## config.mk

```make
export PLATFORM = sky130hd
export DESIGN_NAME = rtcr_regs
export DESIGN_NICKNAME = d
export VERILOG_FILES = /design/src/rtl/rtcr_pkg.sv /design/src/rtl/rtcr_regs.sv
export SDC_FILE = /design/constraint.sdc
export NUM_CORES = 1
export LEC_CHECK = 0
export BUFFER_PORTS_ARGS = -buffer_cell sky130_fd_sc_hd__buf_2
export CORE_MARGIN = 3
export CORE_UTILIZATION = 30
export DETAILED_ROUTE_END_ITERATION = 6
export PLACE_DENSITY_LB_ADDON = 0.12
export RECOVER_POWER = 50
export SLEW_MARGIN = 10
export SYNTH_ARGS = -nofsm -noshare
export SYNTH_HDL_FRONTEND = slang
export SYNTH_SLANG_ARGS = --single-unit
```

## constraint.sdc

```tcl
create_clock -name clk_sys_in -period 2.9 [get_ports clk_sys_in]
set_input_delay 0.58 -clock clk_sys_in [delete_from_list [all_inputs] [get_ports clk_sys_in]]
set_output_delay 0.58 -clock clk_sys_in [all_outputs]
set_load 0.02 [all_outputs]
```

## src/rtl/rtcr_pkg.sv

```systemverilog
/*
  Shared constants and types of the clock/calendar/alarm register block.
  Assumes an 8-bit register port driven by the serial control decoder.
*/
package rtcr_pkg;

  // ==========================================================
  // Register offsets
  localparam logic [7:0] OFS_SEC   = 8'h00;
  localparam logic [7:0] OFS_MIN   = 8'h01;
  localparam logic [7:0] OFS_HOUR  = 8'h02;
  localparam logic [7:0] OFS_DAY   = 8'h03;
  localparam logic [7:0] OFS_MON   = 8'h04;
  localparam logic [7:0] OFS_YEAR  = 8'h05;
  localparam logic [7:0] OFS_WEEK  = 8'h06;
  localparam logic [7:0] OFS_ASEC  = 8'h08;
  localparam logic [7:0] OFS_AMIN  = 8'h09;
  localparam logic [7:0] OFS_AHOUR = 8'h0a;
  localparam logic [7:0] OFS_ADAY  = 8'h0b;

  // ==========================================================
  // Field positions and tens-digit limits
  localparam int         PM_BIT     = 7;
  localparam logic [3:0] TENS_MAX_S = 4'h5;
  localparam logic [3:0] TENS_MAX_H = 4'h2;
  localparam logic [3:0] TENS_MAX_D = 4'h3;
  localparam logic [3:0] TENS_MAX_M = 4'h1;
  localparam logic [3:0] TENS_MAX_Y = 4'h9;
  localparam logic [2:0] WEEK_MAX   = 3'h6;

  // ==========================================================
  // Reset values
  localparam logic [7:0] RST_ZERO = 8'h00;
  localparam logic [7:0] RST_ONE  = 8'h01;

  // Register port request
  typedef struct packed {
    logic       rd;
    logic       wr;
    logic [7:0] addr;
    logic [7:0] wdata;
  } rtcr_req_t;

  // Whole state of the block; hours are kept in 24-hour BCD
  typedef struct packed {
    logic [7:0] sec;
    logic [7:0] min;
    logic [7:0] hour;
    logic [7:0] day;
    logic [7:0] mon;
    logic [7:0] year;
    logic [2:0] week;
    logic [7:0] asec;
    logic [7:0] amin;
    logic [7:0] ahour;
    logic [7:0] aday;
    logic       match_d;
    logic       alarm;
    logic       rvalid;
    logic [7:0] rdata;
  } rtcr_state_t;

  localparam rtcr_state_t STATE_RST = '{
    sec: RST_ZERO, min: RST_ZERO, hour: RST_ZERO, day: RST_ONE,
    mon: RST_ONE, year: RST_ZERO, week: 3'h0, asec: RST_ZERO,
    amin: RST_ZERO, ahour: RST_ZERO, aday: RST_ONE, match_d: 1'b0,
    alarm: 1'b0, rvalid: 1'b0, rdata: RST_ZERO};

endpackage : rtcr_pkg

```

## src/rtl/rtcr_regs.sv

```systemverilog
/*
  Time, calendar and alarm registers with BCD timekeeping and alarm flag.
  Assumes a one-second pulse from the clock source and a register port
  whose requests are synchronous to clk_sys_in.
*/
// Notes on behaviour
// RULE1: Seconds: tens 6:4 up to 5, units 3:0 up to 9, bit 7 zero.
// RULE2: Minutes: tens 6:4 up to 5, units 3:0 up to 9, bit 7 zero.
// RULE3: Hours: tens 5:4 up to 2, units 3:0, bit 6 reads zero.
// RULE4: Hours bit 7 is afternoon in twelve-hour mode, else zero.
// RULE5: Day: tens 5:4 up to 3, units 3:0, units reset to one.
// RULE6: Month: tens bit 4, units 3:0 reset to one, bits 7:5 zero.
// RULE7: Year: two BCD digits 7:4 and 3:0, reset to zero.
// RULE8: Weekday code 0 to 6 in bits 2:0, upper bits zero.
// RULE9: Alarm seconds: BCD tens 6:4 up to 5, units 3:0.
// RULE10: Alarm minutes: BCD tens 6:4 up to 5, units 3:0.
// RULE11: Alarm hours: tens 5:4 up to 2, units 3:0, bit 6 reserved.
// RULE12: Alarm hours bit 7 is afternoon in twelve-hour mode only.
// RULE13: Alarm day: tens 5:4 up to 3, units reset to one.
// RULE14: Only full reset initialises; zero except day/month units one.
// RULE15: Format bit picks 24 or 12 hour; switching keeps time intact.
// RULE16: Running clock counts seconds with BCD carries and weekday.
// RULE17: Time matching alarm fields raises an alarm flag.
// RULE18: Reserved bits ignore writes and read zero.
`timescale 1ns/100ps
module rtcr_regs
  import rtcr_pkg::*;
(
  input  wire logic       clk_sys_in,
  input  wire logic       arst_n_in,
  input  wire logic       tick_1hz_in,
  input  wire logic       run_in,
  input  wire logic       twelve_hour_format_in,
  input  wire rtcr_req_t  req_in,
  input  wire logic       alarm_clear_in,
  output logic [7:0]      reg_rdata_out,
  output logic            reg_rvalid_out,
  output logic            alarm_flag_out
);

  // ==========================================================
  // Reset release
  logic [1:0]  rst_sync;
  logic        rst_n;
  rtcr_state_t q;
  rtcr_state_t next_q;

  // Two-stage release of the asynchronous reset
  always_ff @(posedge clk_sys_in or negedge arst_n_in)
  begin
    if (!arst_n_in)
    begin
      rst_sync <= 2'b00;
    end
    else
    begin
      rst_sync <= {rst_sync[0], 1'b1};
    end
  end
  assign rst_n = rst_sync[1];

  // ==========================================================
  // Conversion helpers
  function automatic logic [6:0] b2n(input logic [7:0] b);
    b2n = 7'(({3'b000, b[7:4]} * 7'd10) + {3'b000, b[3:0]});
  endfunction : b2n

  function automatic logic [7:0] n2b(input logic [6:0] n);
    logic [6:0] t;
    logic [6:0] u;
    t = n / 7'd10;
    u = 7'(n - 7'(t * 7'd10));
    n2b = {t[3:0], u[3:0]};
  endfunction : n2b

  function automatic logic dig_ok(input logic [7:0] b, input logic [3:0] tmax);
    dig_ok = (b[3:0] <= 4'h9) && (b[7:4] <= tmax);
  endfunction : dig_ok

  // Days of a month; years are 2000..2099 so every fourth is leap
  function automatic logic [6:0] mdays(input logic [7:0] m, input logic [7:0] y);
    logic [6:0] yn;
    yn = b2n(y);
    case (b2n(m))
      7'd2: mdays = (yn[1:0] == 2'b00) ? 7'd29 : 7'd28;
      7'd4, 7'd6, 7'd9, 7'd11: mdays = 7'd30;
      default: mdays = 7'd31;
    endcase
  endfunction : mdays

  // Stored 24-hour value shown in the current format
  function automatic logic [7:0] hour_rd(input logic [7:0] h, input logic tw);
    logic [6:0] n;
    logic [7:0] b;
    logic       pm;
    n = b2n(h);
    pm = 1'b0;
    if (n >= 7'd12)
    begin
      pm = 1'b1;
      n = 7'(n - 7'd12);
    end
    if (n == 7'd0)
    begin
      n = 7'd12;
    end
    b = n2b(n);
    hour_rd = tw ? {pm, 1'b0, b[5:0]} : {2'b00, h[5:0]}; // RULE4 RULE12 RULE15
  endfunction : hour_rd

  // Written value in the current format; bit 8 flags a legal hour
  function automatic logic [8:0] hour_wr(input logic [7:0] w, input logic tw);
    logic [6:0] n;
    logic [7:0] b;
    logic       ok;
    n = b2n({2'b00, w[5:0]});
    ok = dig_ok({2'b00, w[5:0]}, TENS_MAX_H);
    if (tw)
    begin
      ok = ok && (n >= 7'd1) && (n <= 7'd12);
      if (n == 7'd12)
      begin
        n = 7'd0;
      end
      if (w[PM_BIT])
      begin
        n = 7'(n + 7'd12);
      end
    end
    else
    begin
      ok = ok && (n <= 7'd23);
    end
    b = n2b(n);
    hour_wr = {ok, 2'b00, b[5:0]};
  endfunction : hour_wr

  // ==========================================================
  // Next-state logic: timekeeping, alarm, register access
  always_comb
  begin
    logic [6:0] s;
    logic [6:0] m;
    logic [6:0] h;
    logic [6:0] d;
    logic [6:0] mo;
    logic [6:0] y;
    logic [8:0] hw;
    logic [7:0] wd;
    logic       match;
    s = b2n(q.sec);
    m = b2n(q.min);
    h = b2n(q.hour);
    d = b2n(q.day);
    mo = b2n(q.mon);
    y = b2n(q.year);
    wd = req_in.wdata;
    match = 1'b0;
    hw = hour_wr(wd, twelve_hour_format_in);
    next_q = q;
    next_q.rvalid = req_in.rd;
    // Advance one second with carries
    if (run_in && tick_1hz_in) // RULE16
    begin
      s = 7'(s + 7'd1);
      if (s == 7'd60)
      begin
        s = 7'd0;
        m = 7'(m + 7'd1);
        if (m == 7'd60)
        begin
          m = 7'd0;
          h = 7'(h + 7'd1);
          if (h == 7'd24)
          begin
            h = 7'd0;
            next_q.week = (q.week >= WEEK_MAX) ? 3'h0 : 3'(q.week + 3'h1);
            if (d >= mdays(q.mon, q.year))
            begin
              d = 7'd1;
              mo = 7'(mo + 7'd1);
              if (mo == 7'd13)
              begin
                mo = 7'd1;
                y = (y == 7'd99) ? 7'd0 : 7'(y + 7'd1);
              end
            end
            else
            begin
              d = 7'(d + 7'd1);
            end
          end
        end
      end
      next_q.sec = n2b(s);
      next_q.min = n2b(m);
      next_q.hour = n2b(h);
      next_q.day = n2b(d);
      next_q.mon = n2b(mo);
      next_q.year = n2b(y);
    end
    // Writes override counting; illegal digits leave the register alone
    if (req_in.wr)
    begin
      if (req_in.addr == OFS_SEC)
      begin
        if (dig_ok({1'b0, wd[6:0]}, TENS_MAX_S)) next_q.sec = {1'b0, wd[6:0]}; // RULE1
      end
      else if (req_in.addr == OFS_MIN)
      begin
        if (dig_ok({1'b0, wd[6:0]}, TENS_MAX_S)) next_q.min = {1'b0, wd[6:0]}; // RULE2
      end
      else if (req_in.addr == OFS_HOUR)
      begin
        if (hw[8]) next_q.hour = hw[7:0]; // RULE3 RULE4 RULE15
      end
      else if (req_in.addr == OFS_DAY)
      begin
        if (dig_ok({2'b00, wd[5:0]}, TENS_MAX_D) && wd[5:0] != 6'h00)
          next_q.day = {2'b00, wd[5:0]}; // RULE5
      end
      else if (req_in.addr == OFS_MON)
      begin
        if (dig_ok({3'b000, wd[4:0]}, TENS_MAX_M) && b2n({3'b000, wd[4:0]}) >= 7'd1
            && b2n({3'b000, wd[4:0]}) <= 7'd12)
          next_q.mon = {3'b000, wd[4:0]}; // RULE6
      end
      else if (req_in.addr == OFS_YEAR)
      begin
        if (dig_ok(wd, TENS_MAX_Y)) next_q.year = wd; // RULE7
      end
      else if (req_in.addr == OFS_WEEK)
      begin
        if (wd[2:0] <= WEEK_MAX) next_q.week = wd[2:0]; // RULE8 RULE18
      end
      else if (req_in.addr == OFS_ASEC)
      begin
        if (dig_ok({1'b0, wd[6:0]}, TENS_MAX_S)) next_q.asec = {1'b0, wd[6:0]}; // RULE9
      end
      else if (req_in.addr == OFS_AMIN)
      begin
        if (dig_ok({1'b0, wd[6:0]}, TENS_MAX_S)) next_q.amin = {1'b0, wd[6:0]}; // RULE10
      end
      else if (req_in.addr == OFS_AHOUR)
      begin
        if (hw[8]) next_q.ahour = hw[7:0]; // RULE11 RULE12
      end
      else if (req_in.addr == OFS_ADAY)
      begin
        if (dig_ok({2'b00, wd[5:0]}, TENS_MAX_D) && wd[5:0] != 6'h00)
          next_q.aday = {2'b00, wd[5:0]}; // RULE13
      end
    end
    // Read data; reserved bits and holes read zero
    next_q.rdata = q.rdata;
    if (req_in.rd)
    begin
      if (req_in.addr == OFS_SEC) next_q.rdata = q.sec; // RULE18
      else if (req_in.addr == OFS_MIN) next_q.rdata = q.min;
      else if (req_in.addr == OFS_HOUR) next_q.rdata = hour_rd(q.hour, twelve_hour_format_in);
      else if (req_in.addr == OFS_DAY) next_q.rdata = q.day;
      else if (req_in.addr == OFS_MON) next_q.rdata = q.mon;
      else if (req_in.addr == OFS_YEAR) next_q.rdata = q.year;
      else if (req_in.addr == OFS_WEEK) next_q.rdata = {5'h00, q.week};
      else if (req_in.addr == OFS_ASEC) next_q.rdata = q.asec;
      else if (req_in.addr == OFS_AMIN) next_q.rdata = q.amin;
      else if (req_in.addr == OFS_AHOUR) next_q.rdata = hour_rd(q.ahour, twelve_hour_format_in);
      else if (req_in.addr == OFS_ADAY) next_q.rdata = q.aday;
      else next_q.rdata = RST_ZERO;
    end
    // Alarm flag: a new match sets, clear drops, set wins
    match = (q.sec == q.asec) && (q.min == q.amin) && (q.hour == q.ahour)
            && (q.day == q.aday);
    next_q.match_d = match;
    if (alarm_clear_in) next_q.alarm = 1'b0;
    if (match && !q.match_d) next_q.alarm = 1'b1; // RULE17
  end

  // State register, full reset only
  always_ff @(posedge clk_sys_in or negedge rst_n)
  begin
    if (!rst_n)
    begin
      q <= STATE_RST; // RULE14
    end
    else
    begin
      q <= next_q;
    end
  end

  assign reg_rdata_out = q.rdata;
  assign reg_rvalid_out = q.rvalid;
  assign alarm_flag_out = q.alarm;

  // ==========================================================
  // Checks
  a_sec_range: assert property (@(posedge clk_sys_in) disable iff (!rst_n)
    q.sec[7] == 1'b0 && q.sec[6:4] <= 3'h5 && q.sec[3:0] <= 4'h9) // RULE1
    else $error("seconds out of range");
  a_min_range: assert property (@(posedge clk_sys_in) disable iff (!rst_n)
    q.min[7] == 1'b0 && q.min[6:4] <= 3'h5 && q.min[3:0] <= 4'h9) // RULE2
    else $error("minutes out of range");
  a_hour_range: assert property (@(posedge clk_sys_in) disable iff (!rst_n)
    q.hour[7:6] == 2'b00 && b2n(q.hour) <= 7'd23) // RULE3
    else $error("hours out of range");
  a_pm_24h: assert property (@(posedge clk_sys_in) disable iff (!rst_n)
    req_in.rd && req_in.addr == OFS_HOUR && !twelve_hour_format_in
    |=> reg_rvalid_out && reg_rdata_out[7:6] == 2'b00) // RULE4
    else $error("afternoon bit set in 24-hour mode");
  a_cal_range: assert property (@(posedge clk_sys_in) disable iff (!rst_n)
    q.day[7:4] <= 4'h3 && q.day[3:0] <= 4'h9 && q.day[5:0] != 6'h00
    && b2n(q.mon) >= 7'd1 && b2n(q.mon) <= 7'd12) // RULE5
    else $error("day or month out of range");
  a_week_read: assert property (@(posedge clk_sys_in) disable iff (!rst_n)
    req_in.rd && req_in.addr == OFS_WEEK
    |=> reg_rdata_out[7:3] == 5'h00 && reg_rdata_out[2:0] <= 3'h6) // RULE8
    else $error("weekday read wrong");
  a_sec_tick: assert property (@(posedge clk_sys_in) disable iff (!rst_n)
    rst_n && run_in && tick_1hz_in && !req_in.wr && q.sec[3:0] < 4'h9
    |=> q.sec[3:0] == $past(q.sec[3:0]) + 4'h1) // RULE16
    else $error("seconds did not advance");
  a_alarm_set: assert property (@(posedge clk_sys_in) disable iff (!rst_n)
    rst_n && q.sec == q.asec && q.min == q.amin && q.hour == q.ahour && q.day == q.aday
    && !q.match_d |=> alarm_flag_out) // RULE17
    else $error("alarm flag not raised");
  a_hole_zero: assert property (@(posedge clk_sys_in) disable iff (!rst_n)
    req_in.rd && req_in.addr == 8'h07 |=> reg_rdata_out == 8'h00) // RULE18
    else $error("unmapped offset not zero");

endmodule : rtcr_regs

```

* Yosys cells after proc, flatten, opt, wreduce, memory -nomap -nowiden
Cells that the tools add are included.
Cells by class: muxes and demuxes 127, divide/modulo/power cells 9, reductions and logical operators 26, $mul 18, $add $sub $neg 28, magnitude comparators 14, equal/unequal tests 25, bitwise logic cells 10
Operator list (number):
- 7-bit two-way mux | 71
- 8-bit two-way mux | 27
- 51-bit two-way mux | 2
- 83-bit two-way mux | 1
- 75-bit two-way mux | 1
- 67-bit two-way mux | 1
- 7-bit by 4-bit divider with 7-bit output, second input constant | 9
- 7-bit by 3-bit multiplier with 3-bit output, second input constant | 9
- 59-bit two-way mux | 1
- 43-bit two-way mux | 1
- 7-bit by 1-bit adder with 7-bit output, second input constant | 6
- 7-bit by 4-bit adder with 7-bit output | 6
- 4-bit by 3-bit multiplier with 6-bit output, second input constant | 6
- 4-bit subtractor | 9
- 35-bit two-way mux | 1
- 8-bit by 4-bit equality test with 1-bit output, second input constant | 4
- 32-bit two-way mux | 1
- 6-bit two-way mux | 5
- 7-bit by 4-bit equality test with 1-bit output, second input constant | 4
- 8-bit by 3-bit equality test with 1-bit output, second input constant | 3
- 24-bit two-way mux | 1
- 3-bit two-way mux | 6
- 8-bit by 2-bit equality test with 1-bit output, second input constant | 2
- 8-bit by 6-bit equality test with 1-bit output | 2
- other kinds (40) | 78
Word-level totals: word-level logic and storage cells 273, register bits after elaboration 90, output and inout bits 10

* Longest topological paths before layout
Gate-level depths: netlist of run 1.
depth in word-level cells 42, mapped depth 36, gate-level depth less buffers 36

* Worst setup path after synthesis of run 1
Ideal clock, no wire load.
kind flip-flop to flip-flop, from reg q[59] (netlist bit), to reg q[49] (netlist bit), arrival 8001 ps, clock period less this slack 8132 ps, cell stages (with the launch flop) 37, slack -5232 ps, path buffers 0, path through dfrtp_1 -> ha_1 -> ha_1 -> inv_1 -> fa_1 -> xnor3_1 -> o211ai_1 -> a21oi_1 -> o21ai_0 -> ha_1 -> nand2b_1 -> a21o_1 -> and4_1 -> nor2_1 -> nor4_4 -> mux2_2 -> ha_1 -> a31o_2 -> nor4_1 -> mux2_2 -> nor4_1 -> a211o_1 -> inv_1 -> ha_1 -> o21ai_0 -> a221oi_1 -> a21o_1 -> inv_1 -> ha_1 -> a221oi_2 -> or3_1 -> ha_1 -> fa_1 -> xor2_1 -> nor3_1 -> o31ai_1 -> or3b_1
RTL lines:
- from (decl) | line rtcr_regs.sv:45 | rtcr_state_t q;
- from (signal assigned) | line rtcr_regs.sv:288 | q <= next_q;

==> results of run 1 <==
[state kept, by name, summed over array words and instances (netlist names)]
register	cells
q	78
reg_rdata_out	8
rst_sync	2
alarm_flag_out	1
reg_rvalid_out	1
[cells in the mapped netlist (all sizes together), types with 10 or more instances]
library cell  count
a211o            10
a211oi           32
a21o             25
a21oi           109
a221oi           13
a22oi            10
a31oi            17
and2             14
and3             11
buf              24
clkbuf           55
dfrtp            87
fa               23
ha              105
inv              71
mux2             33
mux2i            30
nand2           171
nand2b           12
nand3            57
nand4            21
nor2            127
nor2b            15
nor3             58
nor4             30
o211ai           38
o21ai           107
o22ai            15
o31ai            13
or2              21
or3              16
xnor2            40
xor2             43
[path summary, 6_finish.rpt]
| check | endpoint | start | cells after the start | slack, ns |
|---|---|---|---|---|
| setup / recovery | q[49] | q[61] | 36 | -4.40 |
| hold / removal | reg_rdata_out[2] | rst_sync[1] | 0 | 0.34 |
| setup reg to reg | q[49] | q[61] | 36 | -4.40 |
| hold reg to reg | reg_rdata_out[2] | rst_sync[1] | 0 | 0.34 |
| max in group asynchronous | q[75] | rst_sync[1] | 1 | 0.88 |
| min in group clk_sys_in | rst_sync[1] | rst_sync[0] | 0 | 0.35 |
[per-layer routing]
metal | vias up | track usage, %
met3 | 61 | 2.41
li1 | 7407 | -
met1 | 7222 | 30.1
met4 | 2 | 5.55
met2 | 255 | 38.2
met5 | - | 0
[logic make-up (layout without fill, tap and decap cells)]
group | Yosys count | count (layout) | synth area share (%)
AOI/OAI and AO/OA | 506 | 506 | 27.1
xor gates and xnor gates | 90 | 90 | 6.98
adders and majority gates | 131 | 131 | 14.1
buffers and inverters | 150 | 813 | 4.74
DFF | 90 | 90 | 17.6
muxes | 67 | 67 | 5.95
other | 1 | 2 | 0.0293
and+or+nand+nor | 592 | 592 | 23.5
[worst max-delay path, delay by kind of cell, from the launching register on]
family | cells | cell delay [ns]
AND/OR/NAND/NOR | 6 | 1.46
flip-flops | 1 | 0.39
buffers and inverters | 4 | 0.30
multiplexers | 2 | 0.55
adder cells (fa/ha/maj) | 9 | 2.32
AO/OA/AOI/OAI | 13 | 1.78
XOR/XNOR | 2 | 0.37
[timing repair]
action | in CTS | in global routing
setup buffers | 66 | 43
endpoints found under the setup margin | 61 | 61
resized for setup | 157 | 131
endpoints found under the hold margin | 2 | 0
pin swaps | 102 | 101
hold buffers | 1 | 0
[per-stage QoR]
step                      utilization [%]  setup TNS (ns)
after floorplan                         -         -128.97
after global placement               44.7         -147.06
after detailed placement             44.7         -149.90
after CTS                            48.2         -140.83
after global routing                 49.9         -160.54
final                                49.9         -146.03
[cell type report]
type / count / area share (%)
Clock buffer: 10 / 1.14
Tap cell: 539 / 3.22
Antenna cell: 1 / 0.0119
Inverter: 71 / 1.32
Multi-Input combinational cell: 1387 / 56.2
Clock inverter: 6 / 0.346
Timing Repair Buffer: 726 / 27.0
Sequential cell: 90 / 10.8
==> metrics.txt, run 1 <==
outcome complete, but fails checks; failing checks setup timing; Setup-failing EPs final 61; Synthesis Warnings 0; design area 21000 um2; synth unique cells 101; Min-Delay Path Class reg -> async; fraction of layout cells with a size suffix above 1 48.3%; 1st-pass router iterations 7; core area 42000 um2; Worst-Skew Late Latency 0.37 ns; first-pass GRT wire length 80.4 mm; CP Data Arrival Time 7.54 ns; Detail Route Antenna Nets 0; MaxCap Viol Count 0; nature of the critical path startpoint flop; DR WL met2 24.5 mm; dominant cell type by area after synthesis dfrtp_1; I/O pins 34; Detailed Place HPWL 40.7 mm; H-Tree Depth 3; minimum clock period 7.30 ns; placed insts 2733; Max Slew Vio Count 0; highest routed layer met5; met1 wire length 24.0 mm; die width 213 um; DR vias 14900; number of global-route vias before repair 15000; multi-input logic area 11800 um2; initial antenna violation count 2; Die Area 45200 um2; commonest non-fill, non-tap cell in the layout buf_4; slew margin rel. 27.0%; Total Wirelength 51.4 mm; Final Hold Vio Count 0; DRC 0; Setup crit end kind flop; Layout Cells excl Fill 2830; slowest stage delay, CP 0.45 ns; Cells after Synth 1627; most frequent cells in the layout buf_4 (629), nand2_1 (151), nor2_1 (107); WS Path Type reg -> reg; Mean Syn Cell Area 7.87 um2; Final Cycle Share 252%; Max Fclk 137 MHz; cts bufs inserted 9; Cell Area, Synth 12800 um2; FF+latch area 2260 um2; CTS tree yes; WP data required 3.14 ns; Worst Path Max Fanout 3; largest cells by area after synthesis dfrtp_1 (17%), ha_1 (10%), nand2_1 (5.0%); Mapped Nets 1779; CTS root buffer clkbuf_16; Fillers 4038; met3 routed WL 1.60 mm; Area Growth Syn to Fin 63.8%; GRT Total Usage 22.3%; nets@finish 2437; RSZ-0062 raised after global routing yes; Longest Clk Path Bufs 2; Post-synth EDFFs 0; GRT overflow 0; register area share after synthesis 17.6%; Die H 213 um; post-synth top area share 17.0%; Clock Sinks 90; Clock transition at path regs 0.08 ns; number of synthesized register bits 90; routability-driven placement congestion ratio 0.914; Final Skew 0.0169 ns; Main synth FF type dfrtp_1; IO Port Bufs 33; pre-CTS setup slack -4.59 ns; worst setup margin -4.40 ns; Slew @ Worst Pin 1.09 ns; DRT iter0 DRCs 785; cell mode on critical path ha_4; DR vias/cell 5.28; critical path's slowest cell fa_2; ys async rst share 100%; Initial Util 30.5%; routed len/inst 18.1 um; largest net degree at the start of global routing 73; Hold WS 0.341 ns; row count 75; placed cell area 18800 um2
Power of run 1 is not shown: default switching activity piles up to over one toggle a cycle in this logic, so the estimate is an artifact.
==> run 2, diff against run 1 <==
Settings changed: CAP_MARGIN set to 25, CELL_PAD_IN_SITES_DETAIL_PLACEMENT set to 0, CELL_PAD_IN_SITES_GLOBAL_PLACEMENT set to 2.
==> metrics.txt, run 2 (synthesis gave the netlist of run 1 again) <==
nature of the critical path startpoint flop; cts bufs inserted 9 (unchanged); Critical Path Stages 37 (+2.8%); Area Growth Syn to Fin 66.9%; Detailed Place HPWL 42.3 mm (+3.9%); core area 42000 um2 (unchanged); DRT iter0 DRCs 792 (+0.89%); most frequent cells in the layout buf_4 (644), nand2_1 (148), nor2_1 (103); Die Area 45200 um2 (unchanged); failing checks capacitance limit, slew limit, setup timing; Fillers 4024 (-0.35%); largest net degree at the start of global routing 37 (-49%); Worst-Skew Late Latency 0.36 ns (about the same); Worst Hold Path Cells 0; Largest register FFs 78 (unchanged); Final Hold Vio Count 0 (unchanged); Die H 213 um (unchanged); Clock Sinks 90 (unchanged); number of global-route vias before repair 15300 (+2.4%); MaxCap Viol Count 1 (+1); CP Buf/Inv Count 4 (unchanged); nets@finish 2459 (+0.90%); DR vias 15200 (+1.9%); routability-driven placement congestion ratio 0.874 (-4.3%); IO Port Bufs 33 (unchanged); Slew @ Worst Pin 1.76 ns (+0.667 ns); Initial Util 30.5% (unchanged); Longest Clk Path Bufs 2 (unchanged); Detail Route Antenna Nets 0 (unchanged); Setup crit end kind flop; slowest stage delay, CP 0.45 ns (about the same); Final Skew 0.0128 ns (-0.00407 ns); WP data required 3.15 ns (about the same); fraction of layout cells with a size suffix above 1 50.2% (+1.9 points); minimum clock period 7.41 ns (+0.103 ns); ANT cells 0 (-1); Final Cycle Share 255% (+3.5 points); slew margin rel. -17.4% (-44 points); 1st-pass router iterations 5 (-2); Worst Path Max Fanout 3 (unchanged); RSZ-0062 raised after global routing yes; worst setup margin -4.51 ns (-0.103 ns); Top reg by flops q; DRC 0 (unchanged); commonest non-fill, non-tap cell in the layout buf_4; GRT Total Usage 23.4% (+1.1 points); first-pass GRT wire length 83.6 mm (+4.0%); Total Wirelength 53.6 mm (+4.3%); H-Tree Depth 3 (unchanged); CP top delay family adder cells; routed len/inst 18.8 um (+3.5%); Min-Delay Path Class reg -> reg; Setup-failing EPs final 61 (unchanged); CTS tree yes; initial antenna violation count 0 (-2); Clock transition at path regs 0.08 ns (about the same); Worst R2R Path Depth 37 (+2.8%); WS Path Type reg -> reg; DR vias/cell 5.34 (+1.1%); GRT overflow 0 (unchanged); placed insts 2730 (-0.11%); Layout Cells excl Fill 2851 (+0.74%); die width 213 um (unchanged); top flop regs q (78), reg_rdata_out (8), rst_sync (2); outcome complete, but fails checks; critical path's slowest cell fa_2; Max Slew Vio Count 37 (+37); CP Data Arrival Time 7.66 ns (+0.12 ns); row count 75 (unchanged); CTS root buffer clkbuf_16; Max Fclk 135 MHz (-1.4%); I/O pins 34 (unchanged)
## run 2: cell types whose count changed in the layout (fill, tap and decap cells not counted), moves of 3 or more
cell / previous run / this run
buf_4: 629 / 644
buf_6: 56 / 66
a21oi_1: 88 / 84
a21oi_2: 17 / 21
nand2_4: 5 / 9
nor2_1: 107 / 103
nor4_1: 17 / 13
o21ai_0: 53 / 49
ha_1: 65 / 62
nand2_1: 151 / 148
nand3_2: 7 / 4
nor2_4: 11 / 14
## run 2: final cells by class
cell class	instances	area [um2]	share of cell area [%]
clock inverters	7	76.3	0.357
repair buffers	748	5830	27.3
inverters	71	277	1.29
well taps	539	674	3.15
multi-input cells	1387	12000	56.3
flip-flops and latches	90	2260	10.6
clock buffers	9	225	1.05
## run 2: routing by layer
layer | track usage, % | wire, um
met5 | 0 | 0
met4 | 5.78 | 1390
met3 | 1.68 | 1710
met2 | 40.3 | 25900
met1 | 31.9 | 24500
## run 2: worst paths after layout
path                                   from           to  slack (ns)
min in group asynchronous         arst_n_in  rst_sync[0]        0.52
worst min register to register  rst_sync[0]  rst_sync[1]        0.36
worst max register to register        q[61]        q[49]       -4.51
worst max-delay path                  q[61]        q[49]       -4.51
max in group asynchronous       rst_sync[1]        q[15]        0.44
worst min-delay path            rst_sync[0]  rst_sync[1]        0.36
## run 2: stage by stage
| stage | util (%) | TNS [ns] | instance area [um2] | setup WS [ns] | hold slack, ns |
|---|---|---|---|---|---|
| floorplan | - | -128.97 | 13700 | -4.65 | 0.284 |
| global placement | 44.6 | -143.00 | 18700 | -4.45 | 0.337 |
| detailed placement | 44.6 | -148.15 | 18700 | -4.65 | 0.346 |
| CTS | 49.0 | -142.75 | 20600 | -4.39 | 0.366 |
| global route | 50.9 | -168.25 | 21400 | -4.77 | 0.383 |
| finish | 50.9 | -155.67 | 21400 | -4.51 | 0.359 |
## run 2: repair_timing
item / in CTS / in global routing
resized for setup: 193 / 170
setup endpoints to repair: 61 / 61
endpoints found under the hold margin: 2 / 0
buffers inserted: 101 / 64
pin swaps: 139 / 147
hold buffers: 1 / 0
Power of run 2 is left out for the same reason.
==> run 3, diff against run 2 <==
Settings changed: REMOVE_ABC_BUFFERS set to 1.
==> metrics.txt, run 3 (synthesis gave the netlist of run 1 again) <==
outcome complete, but fails checks; failing checks capacitance limit, slew limit, setup timing; Detailed Place HPWL 43.1 mm (+2.1%); placed insts 2719 (-0.40%); DR vias/cell 5.34 (about the same); pre-CTS setup slack -5.10 ns (-0.444 ns); Longest Clk Path Bufs 2 (unchanged); top flop regs q (78), reg_rdata_out (8), rst_sync (2); slew margin rel. -15.4% (+2.0 points); die width 213 um (unchanged); DRC 0 (unchanged); Worst-Skew Late Latency 0.37 ns (about the same); core area 42000 um2 (unchanged); Max Slew Vio Count 40 (+8.1%); Largest register FFs 78 (unchanged); Fillers 4060 (+0.89%); Post-Route Setup TNS -152.28 ns (+3.39 ns); Hold WS 0.357 ns (-0.00199 ns); met3 routed WL 1.55 mm (-9.4%); fraction of layout cells with a size suffix above 1 49.1% (-1.1 points); commonest non-fill, non-tap cell in the layout buf_4; Layout Cells excl Fill 2864 (+0.46%); Worst Path Max Fanout 2 (-1); Max Fclk 133 MHz (-1.3%); cts bufs inserted 9 (unchanged); Die H 213 um (unchanged); worst setup margin -4.61 ns (-0.0980 ns); Slew @ Worst Pin 1.73 ns (-0.0306 ns); Initial Util 30.5% (unchanged); RSZ-0062 raised after global routing yes; 1st-pass router iterations 5 (unchanged); slowest stage delay, CP 0.54 ns (+0.09 ns); routed len/inst 19.3 um (+2.9%); DR WL met2 27.9 mm (+7.6%); CP top delay family adder cells; routability-driven placement congestion ratio 0.896 (+2.5%); H-Tree Depth 3 (unchanged); minimum clock period 7.51 ns (+0.0980 ns); GRT Total Usage 24.1% (+0.73 points); Clock Sinks 90 (unchanged); Final Cycle Share 259% (+3.4 points); first-pass GRT wire length 85.9 mm (+2.8%); row count 75 (unchanged); GRT overflow 0 (unchanged); Total Wirelength 55.4 mm (+3.4%); WS Path Type reg -> reg; Area Growth Syn to Fin 66.7%; largest net degree at the start of global routing 51 (+38%); Min-Delay Path Class reg -> reg; CP Buf/Inv Count 4 (unchanged); Top reg by flops q; I/O pins 34 (unchanged); most frequent cells in the layout buf_4 (663), nand2_1 (148), nor2_1 (104); Final Hold Vio Count 0 (unchanged); number of global-route vias before repair 15500 (+1.1%); Die Area 45200 um2 (unchanged); CTS tree yes; CTS root buffer clkbuf_16; setup slack on the worst flop-to-flop path -4.61 ns (-0.10 ns); cell mode on critical path ha_4; nets@finish 2473 (+0.57%); Clock transition at path regs 0.08 ns (about the same); MaxCap Viol Count 1 (unchanged); DR vias 15300 (+0.51%); Final Skew 0.0150 ns (+0.00215 ns); Detail Route Antenna Nets 0 (unchanged); DRT iter0 DRCs 670 (-15%); met1 wire length 24.7 mm (+0.59%); critical path's slowest cell fa_2; highest routed layer met4; Setup-failing EPs final 60 (-1.6%); CP Data Arrival Time 7.75 ns (+0.09 ns); initial antenna violation count 1 (+1); IO Port Bufs 33 (unchanged); nature of the critical path startpoint flop; Setup crit end kind flop; WP data required 3.14 ns (about the same)
[run 3: cell count changes in the layout (fill, tap and decap cells not counted), sizes merged]
cell      delta
buf         +14
inv          -4
clkbuf       +2
clkinv       -2
bufinv       +1
clkinvlp     +1
diode        +1
[run 3: metrics by stage]
stage	cell area, um2	util (%)
finish	21400	50.8
global route	21400	50.8
CTS	20300	48.3
detailed placement	17900	42.5
global placement	17900	42.5
floorplan	12500	-
[run 3: worst register-to-register path, delay by kind of cell (launching register included)]
family	cells	cell delay [ns]
adders and majority gates	9	2.34
and+or+nand+nor	9	1.86
AOI/OAI and AO/OA	10	1.53
muxes	2	0.56
DFF	1	0.39
xor gates and xnor gates	2	0.37
buffers and inverters	4	0.33
[run 3: final timing paths]
check                      cells after the start             end         from
min                                            0     rst_sync[1]  rst_sync[0]
max in group asynchronous                      1  reg_rvalid_out  rst_sync[1]
min in group asynchronous                      2     rst_sync[0]    arst_n_in
max reg2reg                                   36           q[49]        q[61]
max                                           36           q[49]        q[61]
min reg2reg                                    0     rst_sync[1]  rst_sync[0]
[run 3: metal layers]
metal,vias up,global-route usage [%]
met5,-,0
met4,0,6.77
met3,57,2.24
met2,206,43.0
met1,7571,31.1
li1,7470,-
[run 3: final cells by class]
cell class,count,area (um2),area share (%)
timing repair buffer,762,5940,27.8
multi-input combinational,1387,11900,55.9
clock buffer,11,233,1.09
sequential,90,2260,10.6
antenna,1,2.50,0.0117
inverter,71,272,1.27
tap,539,674,3.16
clock inverter,3,42.5,0.199
[run 3: repair_timing]
action	4_1_cts	5_1_grt
pin swaps	155	149
hold endpoints to repair	2	0
hold buffers	1	0
endpoints found under the setup margin	61	61
gates resized for setup	329	206
buffers inserted	124	51
Power of run 3 is left out for the same reason.
